## src/ch_defines.svh

```systemverilog
`ifndef CH_DEFINES_SVH
`define CH_DEFINES_SVH

// ------------------------------------------------------------
// register offsets
// ------------------------------------------------------------
`define CH_ADDR_SYS_STATUS   8'h00
`define CH_ADDR_STAGE0       8'h05
`define CH_ADDR_STAGE1       8'h06
`define CH_ADDR_STAGE2       8'h07
`define CH_ADDR_STAGE3       8'h08
`define CH_ADDR_STAT_HIGH    8'h0d
`define CH_ADDR_STAT_LOW     8'h0e
`define CH_ADDR_DELETE       8'h20
`define CH_ADDR_READ         8'h24
`define CH_ADDR_INC_STAMP    8'h26
`define CH_ADDR_INC_PURGE    8'h27
`define CH_ADDR_INC_BOTH     8'h28
`define CH_ADDR_SET_ADDR     8'h29

// ------------------------------------------------------------
// field positions and values
// ------------------------------------------------------------
`define CH_FULL_BIT          0
`define CH_PERM_BIT          15
`define CH_VALID_HI          29
`define CH_VALID_LO          28
`define CH_PURGE_MASK        16'h80ff
`define CH_ZERO16            16'h0000
`define CH_STAMP_RESET       8'h00
`define CH_PURGE_RESET       8'h00

`endif

```

## src/ch_pkg.sv

```systemverilog
package ch_pkg;

   typedef enum logic [2:0] {
      CH_OP_DELETE,
      CH_OP_SET_ADDR,
      CH_OP_READ,
      CH_OP_PURGE
   } ch_op_t;

   typedef enum {
      CH_ST_IDLE,
      CH_ST_ISSUE,
      CH_ST_WAIT
   } ch_state_t;

endpackage

```

## src/ch_cam_housekeeping.sv

```systemverilog
`timescale 1ns/1ps
`include "ch_defines.svh"

// How it works
// - delete trigger removes entry matching staged address
// - set-address trigger loads stage word zero
// - read trigger loads page from stage zero
// - read result fills four stage words
// - read copies status halves to two registers
// - status bits 29-28 give entry validity
// - entry address advances after every read
// - current stamp offered to lookup datapath
// - purge increments counter, then deletes matches
// - stamp trigger increments current counter only
// - purge trigger increments and deletes matches
// - combined routine by register or hardware input
// - purges never remove permanent entries
// - both counters eight bits and wrap
// - full cam drives interrupt when enabled
// - status bit zero shows cam_full_n level, set while not full

module ch_cam_housekeeping (
   input  wire logic          ref_clk,
   input  wire logic          rstn,
   input  wire logic          port_select_n,
   input  wire logic          write_n,
   input  wire logic [7:0]    reg_addr,
   input  wire logic [15:0]   reg_data_in,
   output logic [15:0]        reg_data_out,
   output logic               reg_data_oe,
   input  wire logic          hw_increment_in,
   input  wire logic          cfg_hw_hw_increment_in_en,
   input  wire logic          cfg_full_interrupt_out_n_en,
   input  wire logic          cam_full_n,
   output logic               interrupt_out_n,
   output logic               cam_cmd_valid,
   input  wire logic          cam_cmd_ready,
   output ch_pkg::ch_op_t     cam_cmd_op,
   output logic [63:0]        cam_cmd_data,
   output logic [15:0]        cam_cmd_mask,
   input  wire logic          cam_rsp_valid,
   input  wire logic [63:0]   cam_rsp_entry,
   input  wire logic [31:0]   cam_rsp_status,
   output logic [7:0]         current_stamp,
   output logic               busy
);
   import ch_pkg::*;

   // ------------------------------------------------------------
   // pin synchronisers
   // ------------------------------------------------------------
   logic [27:0] pin_m_q;
   logic [27:0] pin_s_q;
   logic        wr_prev_q;
   logic        hw_prev_q;

   wire        sel_level  = !pin_s_q[1];
   wire        wr_level   = sel_level && !pin_s_q[0];
   wire        rd_level   = sel_level && pin_s_q[0];
   wire [15:0] wdata      = pin_s_q[17:2];
   wire [7:0]  waddr      = pin_s_q[25:18];
   wire        full_n_s   = pin_s_q[26];
   wire        hw_level   = pin_s_q[27];
   // one strobe per host write cycle, however long it is held
   wire        wr_stb     = wr_level && !wr_prev_q;
   wire        hw_rise    = hw_level && !hw_prev_q;

   // reset to idle pin levels: deselected, not full, no request,
   // so no false full interrupt right after reset
   always_ff @(posedge ref_clk)
   begin
      if (!rstn)
      begin
         pin_m_q   <= 28'h400_0003;
         pin_s_q   <= 28'h400_0003;
         wr_prev_q <= 1'b0;
         hw_prev_q <= 1'b0;
      end
      else
      begin
         pin_m_q   <= {hw_increment_in, cam_full_n, reg_addr,
                       reg_data_in, port_select_n, write_n};
         pin_s_q   <= pin_m_q;
         wr_prev_q <= wr_level;
         hw_prev_q <= hw_level;
      end
   end

   // ------------------------------------------------------------
   // decode
   // ------------------------------------------------------------
   logic      [15:0] stage_q [4];
   logic      [15:0] stat_hi_q;
   logic      [15:0] stat_lo_q;
   logic      [15:0] page_q;
   logic      [15:0] addr_q;
   ch_state_t        state_q;
   ch_state_t        state_d;
   ch_op_t           op_q;
   logic             idle;

   assign idle = state_q == CH_ST_IDLE;

   // triggers arriving while a routine runs are dropped
   wire go_del   = wr_stb && idle && waddr == `CH_ADDR_DELETE;
   wire go_read  = wr_stb && idle && waddr == `CH_ADDR_READ;
   wire go_setad = wr_stb && idle && waddr == `CH_ADDR_SET_ADDR;
   wire go_incts = wr_stb && idle && waddr == `CH_ADDR_INC_STAMP;
   wire go_incpr = wr_stb && idle && waddr == `CH_ADDR_INC_PURGE;
   wire go_both  = idle && ((wr_stb && waddr == `CH_ADDR_INC_BOTH)
                  || (cfg_hw_hw_increment_in_en && hw_rise));
   wire go_purge = go_incpr || go_both;
   wire go_any   = go_del || go_read || go_setad || go_purge;
   wire rsp_take = state_q == CH_ST_WAIT && cam_rsp_valid;

   // ------------------------------------------------------------
   // stamp counters
   // ------------------------------------------------------------
   logic [7:0] purge_stamp;

   ch_stamp_counters u_counters (
      .ref_clk       (ref_clk),
      .rstn          (rstn),
      .inc_current   (go_incts || go_both),
      .inc_purge     (go_purge),
      .current_stamp (current_stamp),
      .purge_stamp   (purge_stamp)
   );

   // ------------------------------------------------------------
   // stage words
   // ------------------------------------------------------------
   genvar gi;
   generate
      for (gi = 0; gi < 4; gi++)
      begin : g_stage
         wire host_wr = wr_stb && idle
                        && waddr == 8'(`CH_ADDR_STAGE0 + gi);
         always_ff @(posedge ref_clk)
         begin
            if (!rstn)
               stage_q[gi] <= `CH_ZERO16;
            else if (rsp_take)
               stage_q[gi] <= cam_rsp_entry[16*gi +: 16];
            else if (host_wr)
               stage_q[gi] <= wdata;
         end
      end
   endgenerate

   // ------------------------------------------------------------
   // address, page and status registers
   // ------------------------------------------------------------
   always_ff @(posedge ref_clk)
   begin
      if (!rstn)
      begin
         page_q    <= `CH_ZERO16;
         addr_q    <= `CH_ZERO16;
         stat_hi_q <= `CH_ZERO16;
         stat_lo_q <= `CH_ZERO16;
      end
      else
      begin
         if (go_setad)
            addr_q <= stage_q[0];
         else if (rsp_take)
            addr_q <= 16'(addr_q + 16'h0001);
         if (go_read)
            page_q <= stage_q[0];
         if (rsp_take)
         begin
            stat_hi_q <= cam_rsp_status[31:16];
            stat_lo_q <= cam_rsp_status[15:0];
         end
      end
   end

   // ------------------------------------------------------------
   // routine sequencer
   // ------------------------------------------------------------
   always_comb
   begin
      state_d = state_q;
      case (state_q)
         CH_ST_IDLE:
            if (go_any)
               state_d = CH_ST_ISSUE;
         CH_ST_ISSUE:
            if (cam_cmd_ready)
               state_d = op_q == CH_OP_READ ? CH_ST_WAIT : CH_ST_IDLE;
         CH_ST_WAIT:
            if (cam_rsp_valid)
               state_d = CH_ST_IDLE;
         default:
            state_d = CH_ST_IDLE;
      endcase
   end

   always_ff @(posedge ref_clk)
   begin
      if (!rstn)
      begin
         state_q <= CH_ST_IDLE;
         op_q    <= CH_OP_DELETE;
      end
      else
      begin
         state_q <= state_d;
         if (go_del)
            op_q <= CH_OP_DELETE;
         else if (go_read)
            op_q <= CH_OP_READ;
         else if (go_setad)
            op_q <= CH_OP_SET_ADDR;
         else if (go_purge)
            op_q <= CH_OP_PURGE;
      end
   end

   // ------------------------------------------------------------
   // cam command
   // ------------------------------------------------------------
   // staged words carry the more significant byte on the low lane
   wire [47:0] mac = {stage_q[2][7:0], stage_q[2][15:8],
                      stage_q[1][7:0], stage_q[1][15:8],
                      stage_q[0][7:0], stage_q[0][15:8]};
   // purge compares the new purge stamp with the permanent bit clear
   wire [63:0] purge_key = {48'h0, 1'b0, 7'h00, purge_stamp};

   always_comb
   begin
      case (op_q)
         CH_OP_DELETE:   cam_cmd_data = {16'h0, mac};
         CH_OP_SET_ADDR: cam_cmd_data = {48'h0, addr_q};
         CH_OP_READ:     cam_cmd_data = {32'h0, page_q, addr_q};
         CH_OP_PURGE:    cam_cmd_data = purge_key;
         default:        cam_cmd_data = 64'h0;
      endcase
   end

   assign cam_cmd_valid = state_q == CH_ST_ISSUE;
   assign cam_cmd_op    = op_q;
   assign cam_cmd_mask  = op_q == CH_OP_PURGE ?
                          `CH_PURGE_MASK : `CH_ZERO16;
   assign busy          = !idle;

   // ------------------------------------------------------------
   // host read port
   // ------------------------------------------------------------
   logic [15:0] rdata_q;
   logic        roe_q;
   logic        int_q;
   logic [15:0] rd_mux;
   wire  [15:0] sys_status = {15'h0, full_n_s};

   always_comb
   begin
      case (waddr)
         `CH_ADDR_SYS_STATUS: rd_mux = sys_status;
         `CH_ADDR_STAGE0:     rd_mux = stage_q[0];
         `CH_ADDR_STAGE1:     rd_mux = stage_q[1];
         `CH_ADDR_STAGE2:     rd_mux = stage_q[2];
         `CH_ADDR_STAGE3:     rd_mux = stage_q[3];
         `CH_ADDR_STAT_HIGH:  rd_mux = stat_hi_q;
         `CH_ADDR_STAT_LOW:   rd_mux = stat_lo_q;
         default:             rd_mux = `CH_ZERO16;
      endcase
   end

   always_ff @(posedge ref_clk)
   begin
      if (!rstn)
      begin
         rdata_q <= `CH_ZERO16;
         roe_q   <= 1'b0;
         int_q   <= 1'b0;
      end
      else
      begin
         rdata_q <= rd_mux;
         roe_q   <= rd_level;
         int_q   <= cfg_full_interrupt_out_n_en && !full_n_s;
      end
   end

   assign reg_data_out    = rdata_q;
   assign reg_data_oe     = roe_q;
   assign interrupt_out_n = !int_q;

   // ------------------------------------------------------------
   // checks
   // ------------------------------------------------------------
   chk_delete_issues: assert property (
      @(posedge ref_clk) disable iff (!rstn)
      go_del |=> cam_cmd_valid && cam_cmd_op == CH_OP_DELETE
                 && cam_cmd_data[47:0] == $past(mac))
      else $error("delete trigger did not issue delete");

   chk_setaddr_load: assert property (
      @(posedge ref_clk) disable iff (!rstn)
      go_setad |=> addr_q == $past(stage_q[0]))
      else $error("set address did not load address");

   chk_page_load: assert property (
      @(posedge ref_clk) disable iff (!rstn)
      go_read |=> page_q == $past(stage_q[0]) && cam_cmd_valid)
      else $error("read trigger did not load page");

   chk_read_fill: assert property (
      @(posedge ref_clk) disable iff (!rstn)
      rsp_take |=> stage_q[3] == $past(cam_rsp_entry[63:48])
                   && stage_q[0] == $past(cam_rsp_entry[15:0]))
      else $error("read result not placed in stage words");

   chk_status_copy: assert property (
      @(posedge ref_clk) disable iff (!rstn)
      rsp_take |=> {stat_hi_q, stat_lo_q} == $past(cam_rsp_status))
      else $error("status not copied");

   chk_addr_advance: assert property (
      @(posedge ref_clk) disable iff (!rstn)
      rsp_take |=> addr_q == 16'($past(addr_q) + 16'h0001))
      else $error("entry address did not advance");

   chk_purge_key: assert property (
      @(posedge ref_clk) disable iff (!rstn)
      go_purge ##1 cam_cmd_valid |-> cam_cmd_op == CH_OP_PURGE
         && cam_cmd_data[7:0] == 8'($past(purge_stamp) + 8'h01)
         && !cam_cmd_data[`CH_PERM_BIT]
         && cam_cmd_mask == `CH_PURGE_MASK)
      else $error("purge key wrong");

   chk_hw_gate: assert property (
      @(posedge ref_clk) disable iff (!rstn)
      idle && hw_rise && !cfg_hw_hw_increment_in_en && !wr_stb |=> idle)
      else $error("hardware increment ran while disabled");

   chk_stamp_only: assert property (
      @(posedge ref_clk) disable iff (!rstn)
      go_incts |=> idle && current_stamp
                   == 8'($past(current_stamp) + 8'h01))
      else $error("stamp increment misbehaved");

   chk_full_interrupt_out_n: assert property (
      @(posedge ref_clk) disable iff (!rstn)
      cfg_full_interrupt_out_n_en && !full_n_s |=> !interrupt_out_n)
      else $error("full cam did not interrupt");

endmodule // ch_cam_housekeeping

```

## src/ch_stamp_counters.sv

```systemverilog
`timescale 1ns/1ps
`include "ch_defines.svh"

module ch_stamp_counters (
   input  wire logic       ref_clk,
   input  wire logic       rstn,
   input  wire logic       inc_current,
   input  wire logic       inc_purge,
   output logic [7:0]      current_stamp,
   output logic [7:0]      purge_stamp
);
   import ch_pkg::*;

   logic [7:0] cur_q;
   logic [7:0] cur_d;
   logic [7:0] pur_q;
   logic [7:0] pur_d;

   // ------------------------------------------------------------
   // wrapping counters
   // ------------------------------------------------------------
   // plain 8-bit adds wrap, so any gap of 1..255 is reachable
   assign cur_d = inc_current ? 8'(cur_q + 8'h01) : cur_q;
   assign pur_d = inc_purge ? 8'(pur_q + 8'h01) : pur_q;

   always_ff @(posedge ref_clk)
   begin
      if (!rstn)
      begin
         cur_q <= `CH_STAMP_RESET;
         pur_q <= `CH_PURGE_RESET;
      end
      else
      begin
         cur_q <= cur_d;
         pur_q <= pur_d;
      end
   end

   assign current_stamp = cur_q;
   assign purge_stamp   = pur_q;

   chk_cur_wraps: assert property (
      @(posedge ref_clk) disable iff (!rstn)
      inc_current |=> cur_q == 8'($past(cur_q) + 8'h01))
      else $error("current stamp did not step by one");

   chk_pur_holds: assert property (
      @(posedge ref_clk) disable iff (!rstn)
      !inc_purge |=> $stable(pur_q))
      else $error("purge stamp moved without request");

endmodule // ch_stamp_counters

```

## config.mk

```make
export PLATFORM = sky130hd
export DESIGN_NAME = ch_cam_housekeeping
export DESIGN_NICKNAME = d
export VERILOG_FILES = /design/src/ch_pkg.sv /design/src/ch_cam_housekeeping.sv /design/src/ch_stamp_counters.sv
export VERILOG_INCLUDE_DIRS = /design/src
export SDC_FILE = /design/constraint.sdc
export NUM_CORES = 1
export LEC_CHECK = 0
export BUFFER_PORTS_ARGS = -buffer_cell sky130_fd_sc_hd__buf_2
export CAP_MARGIN = 40
export CORE_UTILIZATION = 30
export DETAILED_ROUTE_END_ITERATION = 8
export GPL_TIMING_DRIVEN = 1
export HOLD_SLACK_MARGIN = 0.03
export SETUP_SLACK_MARGIN = 0.05
export SLEW_MARGIN = 20
export SYNTH_ARGS = -nofsm -noshare
export SYNTH_HDL_FRONTEND = slang
export SYNTH_SLANG_ARGS = --single-unit
```

## constraint.sdc

```tcl
create_clock -name ref_clk -period 3.1 [get_ports ref_clk]
set_clock_uncertainty 0.1 [all_clocks]
set_input_delay 0.62 -clock ref_clk [delete_from_list [all_inputs] [get_ports ref_clk]]
set_output_delay 0.62 -clock ref_clk [all_outputs]
set_load 0.005 [all_outputs]
```

==> metrics.cfg <==
[floorplan]
start_util = 0.305
num_rows = 66
die_h_um = 184
pin_count = 241
coreArea_um2 = 32500
die_area_um2 = 33800
chipWidth_um = 184

[synth]
synth_area_leaders = dfxtp_1, edfxtp_1, a22o_1, mux2i_1, and2_1
yosysTopAreaCell = dfxtp_1
synth_edf_count = 64
synth_cell_types = 58
async_flop_share = 0
syn_inst = 1011
yosys.area.top_type_share = 0.323
ys_ff_latch = 224
synth_seq_area_share = 0.517
synthFlopType = dfxtp_1
ys_warn_count = 0
netlist_area_um2 = 9910
avgSynthCellArea_um2 = 9.80

[timing]
fmax_mhz = 360
max_slew_margin = 0.589
slew_violations = 0
rsz0062_at_grt = false
fin_crit_ns = 2.78
fin_crit_sh = 0.897
setup_ws_ns = 0.319
finalHoldViolCount = 0
finalSetupTns_ns = 0
setup_viol = 0
worst-slew-pin-transition_ns = 0.615

[critical_path]
crit_type = reg2out
path_max_fanout = 42
arrival_ns = 2.06
ff2ff_path_depth = 5
critPathRequiredTime_ns = 2.38
cp-end-kind = output port
start_kind = flop

[route]
routedWlPerCell_um = 19.6
wirelength_um = 32600
dr.pass1.iters = 5
first_iter_violations = 589
vias = 8289
postRouteAntennaNets = 0
viasPerCell = 4.98
drc = 0

[clock_network]
clock_latency_ns = 0.52
cts_setup_buffers = 0
cts_resized = 0
clk_path_buf_depth = 3
cts_num_sinks = 224
cts_tree = yes
root_buffer = clkbuf_16
numCtsBuffers = 25
cts.clk_slew.worst_paths_ns = 0.06
hold_buffers = 0
htreeDepth = 1

[layout]
layout-drive-gt1-share = 0.251
design_area_um2 = 12300
n_fill_cell = 3399
syn2layout_area_growth_pct = 23.7
nNetsFinal = 1336
register_area_um2 = 5130
multi_input_area_um2 = 4320

[min_path]
hold_depth = 2
hold_class = in2reg

[power_and_ir_drop]
finalPower_mw = 6.57
power.density_nw_per_um2 = 536
leakage_nw = 4.93
worst_ir_drop_vdd_mv = 0.256

[global_route]
grt_overflow_total = 0
grt_pass1_wl_um = 48000
grt-busiest-layer = met2
antenna_found_initial = 2
use_met1 = 0.257
grt_start_max_net_pins = 68
grt_pass1_vias = 7860
track_usage = 0.190
met3_usage = 0.0311
grtUsageMet2 = 0.299

[run]
maxCapViolCount = 0

[placed_design]
place.gp.congestion = 0.886
portBuffers = 216
place_ws_ns = 0.448
hpwl_um = 24300
place_area_um2 = 11400

[run_status]
outcome = finished, final reports clean

[metrics by stage]
stage / utilization / instances / hold slack (ns)
final: 0.377 / 1665 / 0.183
after floorplan: - / 1034 / 0.286
after CTS: 0.377 / 1664 / 0.171
after global routing: 0.377 / 1664 / 0.168
after global placement: 0.350 / 1617 / 0.292
after detailed placement: 0.350 / 1618 / 0.291
[synth_stat cells, drive strengths merged, types with 3 or more instances]
library cell / number
nor3: 8
nand2b: 8
and2: 73
xnor2: 4
o21ai: 41
nor2: 76
nor4: 4
a222oi: 12
a211oi: 12
ha: 3
clkbuf: 59
or2: 3
buf: 48
nor2b: 13
or3: 10
nand2: 115
a22oi: 16
a31oi: 6
mux2: 4
dfxtp: 160
a22o: 79
or4: 7
xor2: 5
a21oi: 59
nand3: 15
edfxtp: 64
o211ai: 3
nand4: 8
mux2i: 52
and3: 4
inv: 11
[report_power, final]
group	total (mW)	switching, mW	internal [mW]
sequential	3.14	0.0675	3.08
clock	3.03	1.18	1.85
combinational	0.399	0.230	0.169
total	6.57	1.48	5.09
[state kept, by name, summed over array words and instances, names as in the netlist, 2 cells and up]
name and flops:
page_q 16, cam_cmd_op 2, addr_q 16, pin_m_q 28, stat_lo_q 16, stat_hi_q 16, pin_s_q 28, u_counters.current_stamp 8
u_counters.purge_stamp 8, reg_data_out 16, state_q 2, stage_q 64
[worst paths after layout]
check                startpoint                   endpoint  slack [ns]
setup / recovery  cam_cmd_op[1]           cam_cmd_data[22]        0.32
hold reg to reg     pin_m_q[26]                pin_s_q[26]        0.30
hold / removal       cam_full_n                pin_m_q[26]        0.18
setup reg to reg    pin_s_q[20]  u_counters.purge_stamp[7]        0.39
[kinds of logic (layout without fill, tap and decap cells)]
group	Yosys count	count (layout)	share of synthesized area
other	1	25	0.000378
DFF	224	224	0.517
adders and majority gates	3	3	0.00379
and+or+nand+nor	358	358	0.181
xor gates and xnor gates	9	9	0.00795
AOI/OAI and AO/OA	242	242	0.174
muxes	56	56	0.0571
buffers and inverters	118	306	0.0581
[layer usage]
layer,vias up,routed length [µm]
met5,-,8
met4,2,1130
met3,55,2670
met2,363,14600
met1,3906,14100
li1,3963,-
[placed cells by master, fill, tap and decap left out, drive strengths merged, types with 5 or more instances in the layout]
cell / n
conb: 24
nand3: 15
a22o: 79
a31oi: 6
nor3: 8
or3: 10
nor2b: 13
and2: 73
nand2b: 8
a222oi: 12
or4: 7
clkbuf: 38
nor2: 76
a211oi: 12
a21oi: 59
nand4: 8
nand2: 115
dfxtp: 160
mux2i: 52
buf: 249
edfxtp: 64
inv: 13
a22oi: 16
xor2: 5
o21ai: 41
[critical path: stages, from the launching register on]
cell and delay (ns):
dfxtp_2 0.41, buf_4 0.48, mux2i_1 0.42, nor2_1 0.08, buf_2 0.14
[layout make-up]
type | count | area share
diodes | 1 | 0.000204
multi-input cells | 692 | 0.352
well taps | 442 | 0.0451
clock inverters | 8 | 0.00847
clock buffers | 38 | 0.0616
flip-flops and latches | 224 | 0.418
inverters | 11 | 0.00337
repair buffers | 249 | 0.110
No activity file was read; power rests on OpenSTA's default activity.
